`src/verilog/lbcr_pkg.sv`:
```
// Purpose: Shared constants and types for the bus collision recovery transmitter.
// Assumes: 50 MHz sys_clk; times held in ns and turned into cycle counts here.
// Notes: Minimum times round up to whole cycles, maximum times round down.
package lbcr_pkg;
   localparam int CNT_W = 20;
   localparam int CLK_NS = 20;
   localparam int FRAME_W = 16;
   localparam int PRIO_W = 3;
   localparam int FIFO_DEPTH = 16;
   localparam int STOP_HALVES = 4;
   localparam int SAMPLE_CYC = 8;

   typedef logic [CNT_W-1:0] lbcr_cnt_t;

   function automatic lbcr_cnt_t lbcr_cyc_min(input int ns);
      return lbcr_cnt_t'((ns + CLK_NS - 1) / CLK_NS);
   endfunction

   function automatic lbcr_cnt_t lbcr_cyc_max(input int ns);
      return lbcr_cnt_t'(ns / CLK_NS);
   endfunction

   // Level width windows
   localparam int T_HALF_NS = 416667;
   localparam int T_DEST_LO_NS = 100000;
   localparam int T_DEST1_HI_NS = 356700;
   localparam int T_VALID_LO_NS = 400000;
   localparam int T_VALID1_HI_NS = 433300;
   localparam int T_TO1_NS = 476700;
   localparam int T_DEST2_HI_NS = 723300;
   localparam int T_VALID2_LO_NS = 800000;
   localparam int T_VALID2_HI_NS = 866700;
   localparam int T_TO2_NS = 943300;
   // Recovery timing, minimum of each window is used
   localparam int T_BREAK_NS = 1200000;
   localparam int T_RECOVER_NS = 4000000;
   localparam int T_SETTLE1_NS = 12700000;
   localparam int T_SETTLE2_NS = 14000000;
   localparam int T_SETTLE3_NS = 15300000;
   localparam int T_SETTLE4_NS = 16700000;
   localparam int T_SETTLE5_NS = 18300000;

   localparam lbcr_cnt_t C_HALF = lbcr_cyc_max(T_HALF_NS);
   localparam lbcr_cnt_t C_DEST_LO = lbcr_cyc_min(T_DEST_LO_NS);
   localparam lbcr_cnt_t C_DEST1_HI = lbcr_cyc_max(T_DEST1_HI_NS);
   localparam lbcr_cnt_t C_VALID_LO = lbcr_cyc_min(T_VALID_LO_NS);
   localparam lbcr_cnt_t C_VALID1_HI = lbcr_cyc_max(T_VALID1_HI_NS);
   localparam lbcr_cnt_t C_TO1 = lbcr_cyc_min(T_TO1_NS);
   localparam lbcr_cnt_t C_DEST2_HI = lbcr_cyc_max(T_DEST2_HI_NS);
   localparam lbcr_cnt_t C_VALID2_LO = lbcr_cyc_min(T_VALID2_LO_NS);
   localparam lbcr_cnt_t C_VALID2_HI = lbcr_cyc_max(T_VALID2_HI_NS);
   localparam lbcr_cnt_t C_TO2 = lbcr_cyc_min(T_TO2_NS);
   localparam lbcr_cnt_t C_BREAK = lbcr_cyc_min(T_BREAK_NS);
   localparam lbcr_cnt_t C_RECOVER = lbcr_cyc_min(T_RECOVER_NS);
   localparam lbcr_cnt_t C_SETTLE1 = lbcr_cyc_min(T_SETTLE1_NS);
   localparam lbcr_cnt_t C_SETTLE2 = lbcr_cyc_min(T_SETTLE2_NS);
   localparam lbcr_cnt_t C_SETTLE3 = lbcr_cyc_min(T_SETTLE3_NS);
   localparam lbcr_cnt_t C_SETTLE4 = lbcr_cyc_min(T_SETTLE4_NS);
   localparam lbcr_cnt_t C_SETTLE5 = lbcr_cyc_min(T_SETTLE5_NS);
   localparam lbcr_cnt_t C_SAMPLE = lbcr_cnt_t'(SAMPLE_CYC);

   typedef enum logic [2:0] {
      ST_IDLE = 3'h0,
      ST_SEND = 3'h1,
      ST_BREAK = 3'h2,
      ST_SAMPLE = 3'h3,
      ST_WAIT = 3'h4
   } lbcr_state_t;

   typedef enum logic [1:0] {
      WC_GREY = 2'h0,
      WC_HALF = 2'h1,
      WC_TWO = 2'h2,
      WC_DESTROY = 2'h3
   } lbcr_wclass_t;
endpackage

```
`src/verilog/lbcr_fifo.sv`:
```
// Purpose: Frame queue between the user and the transmitter.
// Assumes: One clock, synchronous active-high reset.
// Notes: Read data comes straight from the storage flops.
`timescale 1ns/1ps
module lbcr_fifo #(
   parameter int WIDTH = 19,
   parameter int DEPTH = 16
) (
   // Clock and reset
   input logic sys_clk,
   input logic rst,
   // Fill side
   input logic in_valid,
   output logic in_ready,
   input logic [WIDTH-1:0] in_data,
   // Drain side
   output logic out_valid,
   input logic out_ready,
   output logic [WIDTH-1:0] out_data
);
   localparam int AW = (DEPTH > 1) ? $clog2(DEPTH) : 1;
   localparam logic [AW-1:0] LAST = AW'(DEPTH - 1);
   localparam logic [AW:0] FULL = (AW + 1)'(DEPTH);

   logic [WIDTH-1:0] mem [DEPTH];
   logic [AW-1:0] wr_ptr;
   logic [AW-1:0] rd_ptr;
   logic [AW:0] count;
   logic push;
   logic pop;

   function automatic logic [AW-1:0] next_ptr(input logic [AW-1:0] p);
      return (p == LAST) ? '0 : p + 1'b1;
   endfunction

   assign in_ready = (count != FULL);
   assign out_valid = (count != '0);
   assign push = in_valid && in_ready;
   assign pop = out_valid && out_ready;
   assign out_data = mem[rd_ptr];

   always_ff @(posedge sys_clk) begin
      if (push) begin
         mem[wr_ptr] <= in_data;
      end
   end

   always_ff @(posedge sys_clk) begin
      if (rst) begin
         wr_ptr <= '0;
         rd_ptr <= '0;
         count <= '0;
      end else begin
         if (push) begin
            wr_ptr <= next_ptr(wr_ptr);
         end
         if (pop) begin
            rd_ptr <= next_ptr(rd_ptr);
         end
         if (push && !pop) begin
            count <= count + 1'b1;
         end else if (pop && !push) begin
            count <= count - 1'b1;
         end
      end
   end
endmodule

```
`src/verilog/lbcr_top.sv`:
```
// Purpose: Multi-master forward frame transmitter with collision detection and recovery.
// Assumes: bus_rx is the bus level (1 = idle high); bus_pull_low high drives the bus low.
// Notes: Each retry resends the held frame; a new frame is taken only once it has gone out.
// How it works
// [RULE1] Each bit goes out as a low and a high half of opposite level, checked per half.
// [RULE2] Levels starting at a bit edge use the first window set, mid-bit ones the second.
// [RULE3] Widths 100 to 356.7 us are a collision, 400 to 433.3 us a good half, gaps grey.
// [RULE4] In the first set a low level lasting 476.7 us is a timeout; high never times out.
// [RULE5] The second set adds 476.7-723.3 us collision, 800-866.7 us two halves, 943.3 us low.
// [RULE6] Checking runs only while this end sends its own forward frame, never on replies.
// [RULE7] A collision drops the current transfer and the same frame is sent again later.
// [RULE8] After a collision the bus is held low for a break between 1.2 ms and 14.0 ms.
// [RULE9] A high bus after the break means resolved, and resend follows 4.0 to 4.6 ms later.
// [RULE10] A low bus after the break means ongoing, and resend follows the settling wait.
// [RULE11] The settling wait is chosen from five windows by the frame priority one to five.
// [RULE12] Detection and recovery only act when multi-master mode is switched on.
// [RULE13] Only forward frames are sent; 24bit event messages are not handled.
// [RULE14] A width timer measures each synced bus level and a second timer catches timeouts.
// [RULE15] A collision flag is raised on each detected collision and cleared at resend start.
`timescale 1ns/1ps
module lbcr_top #(
   parameter int FRAME_W = lbcr_pkg::FRAME_W,
   parameter int FIFO_DEPTH = lbcr_pkg::FIFO_DEPTH,
   parameter lbcr_pkg::lbcr_cnt_t HALF_CYC = lbcr_pkg::C_HALF,
   parameter lbcr_pkg::lbcr_cnt_t DEST_LO = lbcr_pkg::C_DEST_LO,
   parameter lbcr_pkg::lbcr_cnt_t DEST1_HI = lbcr_pkg::C_DEST1_HI,
   parameter lbcr_pkg::lbcr_cnt_t VALID_LO = lbcr_pkg::C_VALID_LO,
   parameter lbcr_pkg::lbcr_cnt_t VALID1_HI = lbcr_pkg::C_VALID1_HI,
   parameter lbcr_pkg::lbcr_cnt_t TO1_CYC = lbcr_pkg::C_TO1,
   parameter lbcr_pkg::lbcr_cnt_t DEST2_HI = lbcr_pkg::C_DEST2_HI,
   parameter lbcr_pkg::lbcr_cnt_t VALID2_LO = lbcr_pkg::C_VALID2_LO,
   parameter lbcr_pkg::lbcr_cnt_t VALID2_HI = lbcr_pkg::C_VALID2_HI,
   parameter lbcr_pkg::lbcr_cnt_t TO2_CYC = lbcr_pkg::C_TO2,
   parameter lbcr_pkg::lbcr_cnt_t BREAK_CYC = lbcr_pkg::C_BREAK,
   parameter lbcr_pkg::lbcr_cnt_t RECOVER_CYC = lbcr_pkg::C_RECOVER,
   parameter lbcr_pkg::lbcr_cnt_t SETTLE1_CYC = lbcr_pkg::C_SETTLE1,
   parameter lbcr_pkg::lbcr_cnt_t SETTLE2_CYC = lbcr_pkg::C_SETTLE2,
   parameter lbcr_pkg::lbcr_cnt_t SETTLE3_CYC = lbcr_pkg::C_SETTLE3,
   parameter lbcr_pkg::lbcr_cnt_t SETTLE4_CYC = lbcr_pkg::C_SETTLE4,
   parameter lbcr_pkg::lbcr_cnt_t SETTLE5_CYC = lbcr_pkg::C_SETTLE5
) (
   // Clock and reset
   input logic sys_clk,
   input logic rst,
   // Mode
   input logic mm_enable,
   // Frame input
   input logic frame_valid,
   output logic frame_ready,
   input logic [FRAME_W-1:0] frame_data,
   input logic [lbcr_pkg::PRIO_W-1:0] frame_prio,
   // Bus pins
   input logic bus_rx,
   output logic bus_pull_low,
   // Status
   output logic busy,
   output logic tx_done,
   output logic coll_flag,
   output logic xfer_abort,
   output lbcr_pkg::lbcr_wclass_t width_class
);
   import lbcr_pkg::*;

   localparam int HALVES = 2 * (1 + FRAME_W) + STOP_HALVES;
   localparam int HW = $clog2(HALVES + 1);
   localparam logic [HW-1:0] LAST_HALF = HW'(HALVES - 1);
   localparam logic [HW-1:0] DATA_HALVES = HW'(2 * (1 + FRAME_W));
   localparam int QW = FRAME_W + PRIO_W;

   lbcr_state_t state;
   logic q_valid;
   logic q_ready;
   logic [QW-1:0] q_data;
   logic [FRAME_W-1:0] cur_frame;
   logic [PRIO_W-1:0] cur_prio;
   logic [HW-1:0] hidx;
   lbcr_cnt_t hc;
   lbcr_cnt_t tcnt;
   lbcr_cnt_t wtgt;
   logic rx_s1;
   logic rx_s2;
   logic rx_s3;
   logic rx_lvl;
   logic rx_edge;
   lbcr_cnt_t wid;
   lbcr_cnt_t tmo_cnt;
   logic pat2_q;
   logic half_tick;
   logic coll_hit;
   logic retx_start;

   // Frames wait here so the user is not stalled by a retry sequence until the queue is full
   lbcr_fifo #(
      .WIDTH(QW),
      .DEPTH(FIFO_DEPTH)
   ) u_fifo (
      .sys_clk(sys_clk),
      .rst(rst),
      .in_valid(frame_valid),
      .in_ready(frame_ready),
      .in_data({frame_prio, frame_data}),
      .out_valid(q_valid),
      .out_ready(q_ready),
      .out_data(q_data)
   );

   // Start bit is a one; data follows MSB first; ones go low then high
   function automatic logic half_level(input logic [HW-1:0] idx, input logic [FRAME_W-1:0] fr);
      int n;
      logic b;
      n = int'(idx[HW-1:1]);
      b = 1'b1;
      if (idx >= DATA_HALVES) begin
         return 1'b1;
      end
      if (n != 0) begin
         b = fr[FRAME_W-n];
      end
      return idx[0] ? b : ~b; // [RULE1]
   endfunction

   function automatic lbcr_wclass_t wclass(input lbcr_cnt_t w, input logic p2);
      if (w >= DEST_LO && w <= DEST1_HI) begin
         return WC_DESTROY; // [RULE3]
      end else if (w >= VALID_LO && w <= VALID1_HI) begin
         return WC_HALF; // [RULE3]
      end else if (p2 && w >= TO1_CYC && w <= DEST2_HI) begin
         return WC_DESTROY; // [RULE5]
      end else if (p2 && w >= VALID2_LO && w <= VALID2_HI) begin
         return WC_TWO; // [RULE5]
      end
      return WC_GREY;
   endfunction

   // Out-of-range priority takes the longest wait so it never beats a valid one
   function automatic lbcr_cnt_t settle(input logic [PRIO_W-1:0] p);
      case (p)
         3'h1: return SETTLE1_CYC;
         3'h2: return SETTLE2_CYC;
         3'h3: return SETTLE3_CYC;
         3'h4: return SETTLE4_CYC;
         default: return SETTLE5_CYC; // [RULE11]
      endcase
   endfunction

   assign q_ready = (state == ST_IDLE);
   assign busy = (state != ST_IDLE);
   assign half_tick = (state == ST_SEND) && (hc == HALF_CYC - 1'b1);
   assign retx_start = (state == ST_WAIT) && (tcnt == wtgt - 1'b1);
   assign rx_edge = (rx_s2 == rx_s3) && (rx_s2 != rx_lvl);

   // Only own forward frames are judged, and only in multi-master mode
   assign coll_hit = mm_enable && (state == ST_SEND) && // [RULE6] [RULE12]
      ((rx_edge && wclass(wid, pat2_q) == WC_DESTROY) || // [RULE2]
       (!rx_lvl && tmo_cnt >= (pat2_q ? TO2_CYC : TO1_CYC))); // [RULE4] [RULE5]

   // Receive line synchroniser; a change counts once stages two and three agree
   always_ff @(posedge sys_clk) begin
      if (rst) begin
         rx_s1 <= 1'b1;
         rx_s2 <= 1'b1;
         rx_s3 <= 1'b1;
         rx_lvl <= 1'b1;
      end else begin
         rx_s1 <= bus_rx;
         rx_s2 <= rx_s1;
         rx_s3 <= rx_s2;
         if (rx_s2 == rx_s3) begin
            rx_lvl <= rx_s2;
         end
      end
   end

   // Width timer restarts at each edge; timeout timer only runs on a low level
   always_ff @(posedge sys_clk) begin
      if (rst) begin
         wid <= '0;
         tmo_cnt <= '0;
         pat2_q <= 1'b0;
      end else if (state != ST_SEND) begin
         wid <= '0;
         tmo_cnt <= '0;
         pat2_q <= 1'b0;
      end else if (rx_edge) begin
         wid <= '0; // [RULE14]
         tmo_cnt <= '0;
         pat2_q <= hidx[0]; // [RULE2]
      end else begin
         wid <= (wid == '1) ? wid : wid + 1'b1; // [RULE14]
         tmo_cnt <= (rx_lvl || tmo_cnt == '1) ? (rx_lvl ? '0 : tmo_cnt) : tmo_cnt + 1'b1;
      end
   end

   // Sequencer: send, break, sample the bus, wait, resend
   always_ff @(posedge sys_clk) begin
      if (rst) begin
         state <= ST_IDLE;
         cur_frame <= '0;
         cur_prio <= '0;
         hidx <= '0;
         hc <= '0;
         tcnt <= '0;
         wtgt <= '0;
      end else begin
         case (state)
            ST_IDLE: begin
               if (q_valid) begin
                  cur_frame <= q_data[FRAME_W-1:0]; // [RULE13]
                  cur_prio <= q_data[QW-1:FRAME_W];
                  hidx <= '0;
                  hc <= '0;
                  state <= ST_SEND;
               end
            end
            ST_SEND: begin
               if (coll_hit) begin
                  tcnt <= '0;
                  state <= ST_BREAK; // [RULE7]
               end else if (half_tick) begin
                  hc <= '0;
                  hidx <= hidx + 1'b1;
                  if (hidx == LAST_HALF) begin
                     state <= ST_IDLE;
                  end
               end else begin
                  hc <= hc + 1'b1;
               end
            end
            ST_BREAK: begin
               tcnt <= tcnt + 1'b1;
               if (tcnt == BREAK_CYC - 1'b1) begin
                  tcnt <= '0;
                  state <= ST_SAMPLE; // [RULE8]
               end
            end
            ST_SAMPLE: begin
               // Gives the released line time to rise through the synchroniser
               tcnt <= tcnt + 1'b1;
               if (tcnt == C_SAMPLE - 1'b1) begin
                  tcnt <= '0;
                  wtgt <= rx_lvl ? RECOVER_CYC : settle(cur_prio); // [RULE9] [RULE10]
                  state <= ST_WAIT;
               end
            end
            ST_WAIT: begin
               tcnt <= tcnt + 1'b1;
               if (retx_start) begin
                  hidx <= '0;
                  hc <= '0;
                  state <= ST_SEND; // [RULE7]
               end
            end
            default: begin
               state <= ST_IDLE;
            end
         endcase
      end
   end

   // Pin drive, status pulses and the sticky collision flag
   always_ff @(posedge sys_clk) begin
      if (rst) begin
         bus_pull_low <= 1'b0;
         tx_done <= 1'b0;
         xfer_abort <= 1'b0;
         coll_flag <= 1'b0;
         width_class <= WC_GREY;
      end else begin
         bus_pull_low <= (state == ST_BREAK) || // [RULE8]
            (state == ST_SEND && !coll_hit && !half_level(hidx, cur_frame)); // [RULE1]
         tx_done <= half_tick && (hidx == LAST_HALF) && !coll_hit;
         xfer_abort <= coll_hit; // [RULE7]
         if (coll_hit) begin
            coll_flag <= 1'b1; // [RULE15]
         end else if (retx_start) begin
            coll_flag <= 1'b0; // [RULE15]
         end
         if (state == ST_SEND && rx_edge) begin
            width_class <= wclass(wid, pat2_q);
         end
      end
   end

   lbcr_cnt_t brk_run;
   always_ff @(posedge sys_clk) begin
      if (rst) begin
         brk_run <= '0;
      end else begin
         brk_run <= (state == ST_BREAK) ? brk_run + 1'b1 : '0;
      end
   end
endmodule

```
`config.mk`:
```
export PLATFORM = sky130hd
export DESIGN_NAME = lbcr_top
export DESIGN_NICKNAME = d
export VERILOG_FILES = /design/src/verilog/lbcr_pkg.sv /design/src/verilog/lbcr_fifo.sv /design/src/verilog/lbcr_top.sv
export SDC_FILE = /design/constraint.sdc
export NUM_CORES = 1
export LEC_CHECK = 0
export BUFFER_PORTS_ARGS = -buffer_cell sky130_fd_sc_hd__buf_2
export CORE_UTILIZATION = 40
export DETAILED_ROUTE_END_ITERATION = 12
export PLACE_DENSITY = 0.69
export RECOVER_POWER = 100
export SYNTH_ARGS = -nofsm -noshare
export SYNTH_HDL_FRONTEND = slang
export SYNTH_HIERARCHICAL = 1
export SYNTH_SLANG_ARGS = --single-unit
```
`constraint.sdc`:
```
create_clock -name sys_clk -period 3.48 [get_ports sys_clk]
set_clock_uncertainty 0.2 [all_clocks]
set_input_delay 0.87 -clock sys_clk [delete_from_list [all_inputs] [get_ports sys_clk]]
set_output_delay 0.87 -clock sys_clk [all_outputs]
set_load 0.1 [all_outputs]
```
==> Word-level counts from Yosys, hierarchy flattened <==
Memories as Yosys holds them, arrays and structs flattened. A register that Yosys moved wholly into a read port is not among the register bits.
Cells that the tools add are included.
{ "word_totals": {"input_bits": 24, "regBits": 133, "mem_bits_rw": 304, "n_memories": 1} }
{ "op_classes": {"order_cmp": 11, "n_eq_ne": 32, "bitwise_logic": 1, "reduce_logical": 46, "n_addsub": 11, "muxes": 59} }
{ "memory_table": {"columns": ["name", "depth", "width", "read_ports", "rd_ports_with_merged_regs", "write_ports", "line", "text"], "rows": [
  ["u_fifo.mem", 16, 19, 1, 1, 1, "lbcr_fifo.sv:25", "logic [WIDTH-1:0] mem [DEPTH];"]
]} }
{ "ops": {"columns": ["cell", "n"], "rows": [
  ["$mux 20", 10],
  ["$add 20x1->20 const B", 4],
  ["$pmux 20 s4", 1],
  ["$pmux 19 s4", 1],
  ["$pmux 20 s3", 1],
  ["$eq 20x20->1 const B", 2],
  ["$ge 20x15->1 const B", 2],
  ["$le 20x15->1 const B", 2],
  ["$le 20x16->1 const B", 2],
  ["$mux 6", 4],
  ["$logic_and 1x1->1", 22],
  ["$mux 1", 21],
  ["$mux 3", 7],
  ["$eq 20x15->1 const B", 1],
  ["$eq 20x16->1 const B", 1],
  ["$eq 20x20->1", 1],
  ["$eq 20x3->1 const B", 1],
  ["$ge 20x13->1 const B", 1],
  ["$ge 20x16->1", 1],
  ["$ge 20x16->1 const B", 1],
  ["$sub 20x1->20 const B", 1],
  ["$pmux 6 s3", 1],
  ["$mux 16", 1],
  ["$pmux 3 s5", 1],
  ["other kinds (39)", 70]
]} }

==> Longest topological paths before layout <==
{ "logic_depth": {"depth_word": 16, "mapped_depth": 13} }

==> Hierarchy <==
Netlist, hierarchy kept.
{ "by_module_without_submodules": {"columns": ["mod", "instances", "cells_per_inst", "area_each_um2"], "rows": [
  ["lbcr_fifo", 1, 575, 12306.8],
  ["lbcr_top", 1, 944, 7389.6]
]} }

==> Worst setup path before layout <==
Ideal clock, no wire load.
{ "synth_timing": {"path_type": "input-to-reg", "startpoint": "input port frame_valid", "endpoint": "memory u_fifo.mem[0][0], enable pin", "setup_slack_ns": 0.187, "t_arrival_ns": 2.674, "path_buffers": 0, "stages": 3, "cell_sequence": "a21boi_2 nand2_1 nor3_1"} }
{ "synth_via": {"elab_chain_len": 3} }
{ "synth_rtl": {"columns": ["item", "line", "text"], "rows": [
  ["start, declared", "lbcr_top.sv:48", "input logic frame_valid,"],
  ["$logic_and 1x1->1", "lbcr_fifo.sv:38", "assign push = in_valid && in_ready;"],
  ["$mux 1", "lbcr_fifo.sv:43", "if (push) begin"],
  ["$mux 1 (implied by the code)", "lbcr_fifo.sv:44", "mem[wr_ptr] <= in_data;"],
  ["end, declared", "lbcr_fifo.sv:25", null]
]} }
No other way between the ends.

==> Worst setup path in the final report <==
{ "layout_timing": {"startpoint": "register wtgt[12]", "endpoint": "register hc[10]"} }
{ "layout_via": {"elab_chain_len": 5} }
{ "layout_rtl": {"columns": ["item", "line", "text"], "rows": [
  ["start, declared", "lbcr_top.sv:79", "lbcr_cnt_t wtgt;"],
  ["start signal, assigned", "lbcr_top.sv:241", "wtgt <= rx_lvl ? RECOVER_CYC : settle(cur_prio);"],
  ["$sub 20x1->20", "lbcr_top.sv:149", "assign retx_start = (state == ST_WAIT) && (tcnt == wtgt - 1'b1);"],
  ["$eq 20x20->1", "lbcr_top.sv:149", null],
  ["$logic_and 1x1->1", "lbcr_top.sv:149", null],
  ["$ne 2x2->1 (no source line)", null, null],
  ["$reduce_and 4->1 (no source line)", null, null],
  ["end signal, assigned", "lbcr_top.sv:226", "hc <= hc + 1'b1;"],
  ["end, declared", "lbcr_top.sv:77", "lbcr_cnt_t hc;"]
]} }
No other way between the ends.
A chain may end at the register's enable or synchronous reset.

==> results.cfg <==
[cts]
clk_pin_slew_worst_paths_ns = 0.06
tritoncts_clock_tree = done
ctsLongestPathBuffers = 3
clock-sinks = 454
cts_inserted_buffers = 44
clock_tree.htree_level_count = 2
cts_root_buf = sky130_fd_sc_hd__clkbuf_16
worstSkewPairLatency_ns = 0.60

[worst_setup_path]
endpoint_class_of_the_critical_path = flop
worst-endpoint-arrival_ns = 3.61
cp_max_fo = 7
crit_path_cell_trace = buf_4 -> or4_4 -> or4_4 -> or4_1 -> o41a_1 -> o31ai_2 -> a41o_2 -> buf_4 -> and2_4 -> o2111ai_1 -> nor3b_1
length_in_cells_of_the_worst_reg_to_reg_path = 11
startpoint = wtgt[12]
worst-setup-path-type = reg2reg
buf_inv_on_cp = 2
worst_setup_path_endpoint = hc[10]
critPathLaunchType = flop
timing.reg2reg.setup_slack_ns = 0.13
worst_ep_required_time_ns = 3.73
reg2reg_from = wtgt[12]
endpoint_of_the_most_critical_register_to_register_path = hc[10]
critical_path.top_delay_family = simple AND/OR/NAND/NOR gates
timing.critical_path.depth = 11
largest_incremental_delay_on_the_critical_path_ns = 0.54
crit_path_top_delay_cell = sky130_fd_sc_hd__or4_1

[power]
power_switching_share_pct = 27.6
leakagePower_nw = 7.27
combPwrFrac_pct = 19.6
report.power.total_mw = 13.9
internal_power_mw = 10.0
seq_power_share_pct = 45.2
vdd_drop_max_uv = 470
clock_power_share_pct = 35.2
netSwitchingPower_mw = 3.84
pwr_density_cell_nw_per_um2 = 622

[timing]
hold_violations = 0
min_period_over_period_pct = 96.4
highest_clock_frequency_the_design_can_meet_mhz = 298
timing.hold.ws_ns = 0.210
timing_max_transition_violations_final = 0
transition_time_at_the_pin_with_the_least_slew_margin_ns = 1.23
maxSlewHeadroom_pct = 18.1
grt_setup_unrepaired = no
final-setup-viol-count = 0
final.setup.worst_slack_ns = 0.125
finalWorstPathRequiredPeriod_ns = 3.35

[final_layout]
final_core_utilization_pct = 46.3
post_route_cells_drive_above_1_share_pct = 15.2
finalNetCount = 1642
layout.cell_area.non_filler_um2 = 22300
areaGrowthSynthToFinish_pct = 13.2

[synthesis]
post-synth-top-area-fraction_pct = 46.3
distinct_cell_type_count_of_the_synthesized_netlist = 77
synth_area_um2 = 19700
post-synth-top-count-cell = sky130_fd_sc_hd__edfxtp_1
proportion_of_synthesized_flip_flops_having_asynchronous_set_or_reset_pct = 0
share_of_the_yosys_chip_area_belonging_to_registers_pct = 61.6
post-synth-top-area-cell = sky130_fd_sc_hd__edfxtp_1
synthesis.yosys.warnings = 6
postSynthNetCount = 1575
synthTopCellsByArea = sky130_fd_sc_hd__edfxtp_1, sky130_fd_sc_hd__dfxtp_1, sky130_fd_sc_hd__mux4_2
post_synth_inst_count = 1519
yosys_most_used_dff = sky130_fd_sc_hd__edfxtp_1
synth.avg_cell_area_um2 = 13.0
synth.cells.most_frequent = sky130_fd_sc_hd__edfxtp_1, sky130_fd_sc_hd__dfxtp_1, sky130_fd_sc_hd__nor2_1
ffs_latches_synth = 454
synth_enable_flop_cells = 304

[global_route]
grt_use_total_pct = 17.8
grt.overflow.total = 0
first_global_vias = 12600
grt_antenna_before_repair = 2
grt_pass1_wl_um = 70500
grt_start_max_net_pins = 39

[die]
fp.coreArea_um2 = 48100
die_w_um = 224
die-area_um2 = 50100
die_height_um = 224
pin_count = 32
rows = 80
initial_core_util_pct = 40.9

[routing]
drt-vias-per-instance = 5.60
routedWlPerCell_um = 19.3
via_count = 12700
detail_route.wirelength_um = 44000
dr.first_iter.drc_count = 1109
drcViolationCount = 0
drt_pass1_iterations = 7
antenna_violating_nets_post_route = 0

[place]
post_dp_cell_area_um2 = 20900
post-dp-hpwl_um = 27600
pre_cts_ws_ns = -0.138
finalWeightedCongestion = 0.865
io_buffer_count = 31

[flow_run]
max_cap_violations = 0

[outcome]
run_status = complete, no violations

[min_path]
hp-class = reg2reg
## state kept, by name, indices dropped and copies added (netlist names), 5 cells and up, named ones only
signal	count
tmo_cnt	20
wid	20
cur_frame	16
wtgt	14
tcnt	20
u_fifo/count	5
hc	20
u_fifo/mem	304
hidx	6
## how the worst min path moves through the flow
stage | slack, ns | cells past startpoint | start | endpoint
after floorplan | 0.19 | 1 | rx_s1 | rx_s2
after global placement | 0.20 | 1 | rx_s1 | rx_s2
after detailed placement | 0.20 | 1 | rx_s1 | rx_s2
after CTS | 0.21 | 1 | rx_s1 | rx_s2
after global routing | 0.23 | 1 | rx_s1 | rx_s2
final | 0.21 | 1 | rx_s1 | rx_s2
## cells by family after synthesis
logic type	Yosys count	share of synthesized area, %
DFF	454	61.6
AOI/OAI and AO/OA	260	8.76
xor gates and xnor gates	65	2.89
buffers and inverters	113	2.45
adders and majority gates	32	2.07
muxes	90	9.73
and+or+nand+nor	505	12.5
## per-layer routing
layer	GRT usage, %	share of wire, %	vias up
met5	0	0.030	-
met4	6.03	2.6	2
met3	3.25	6.6	83
met2	29.5	48	397
met1	23.6	42	6349
li1	-	-	5917
## layout by cell type (no fill, tap or decap), drive strengths merged, types with 19 or more instances in the layout
cell type and instances:
edfxtp 304, dfxtp 150, nor2 146, nand2 119, clkbuf 112, mux4 81, a21oi 80, nand3 55
o21ai 47, buf 45, nor3 42, a22oi 40, xor2 38, ha 31, inv 31, xnor2 27
and3 21, nand4 19
## timing repair
action / in CTS / in global routing
setup endpoints to repair: 17 / 30
resized for setup: 8 / 6
hold buffers: 0 / 0
cloned: 0 / 0
buffers inserted: 1 / 0
pin swaps: 2 / 2
## layout make-up
type	count	area [µm²]
tap	656	821
inverter	30	113
timing repair buffer	104	594
antenna	1	2.50
fill	4263	25900
sequential	454	12100
clock inverter	27	334
multi-input combinational	952	7140
clock buffer	53	1150
## power by group through the flow
stage / clock (mW) / combinational (mW) / sequential [mW]
floorplan: 0 / 2.21 / 6.24
CTS: 5.00 / 2.81 / 6.28
global placement: 0 / 2.72 / 6.38
global route: 5.21 / 2.97 / 6.31
detailed placement: 0 / 2.78 / 6.40
finish: 4.89 / 2.71 / 6.27
## metrics by stage
step / cells / setup TNS, ns
6_report: 2277 / 0
4_1_cts: 2276 / 0
2_1_floorplan: 1519 / 0
3_5_place_dp: 2195 / -1.00
5_1_grt: 2277 / 0
3_3_place_gp: 2195 / -0.194
No activity file was read; power rests on OpenSTA's default activity.
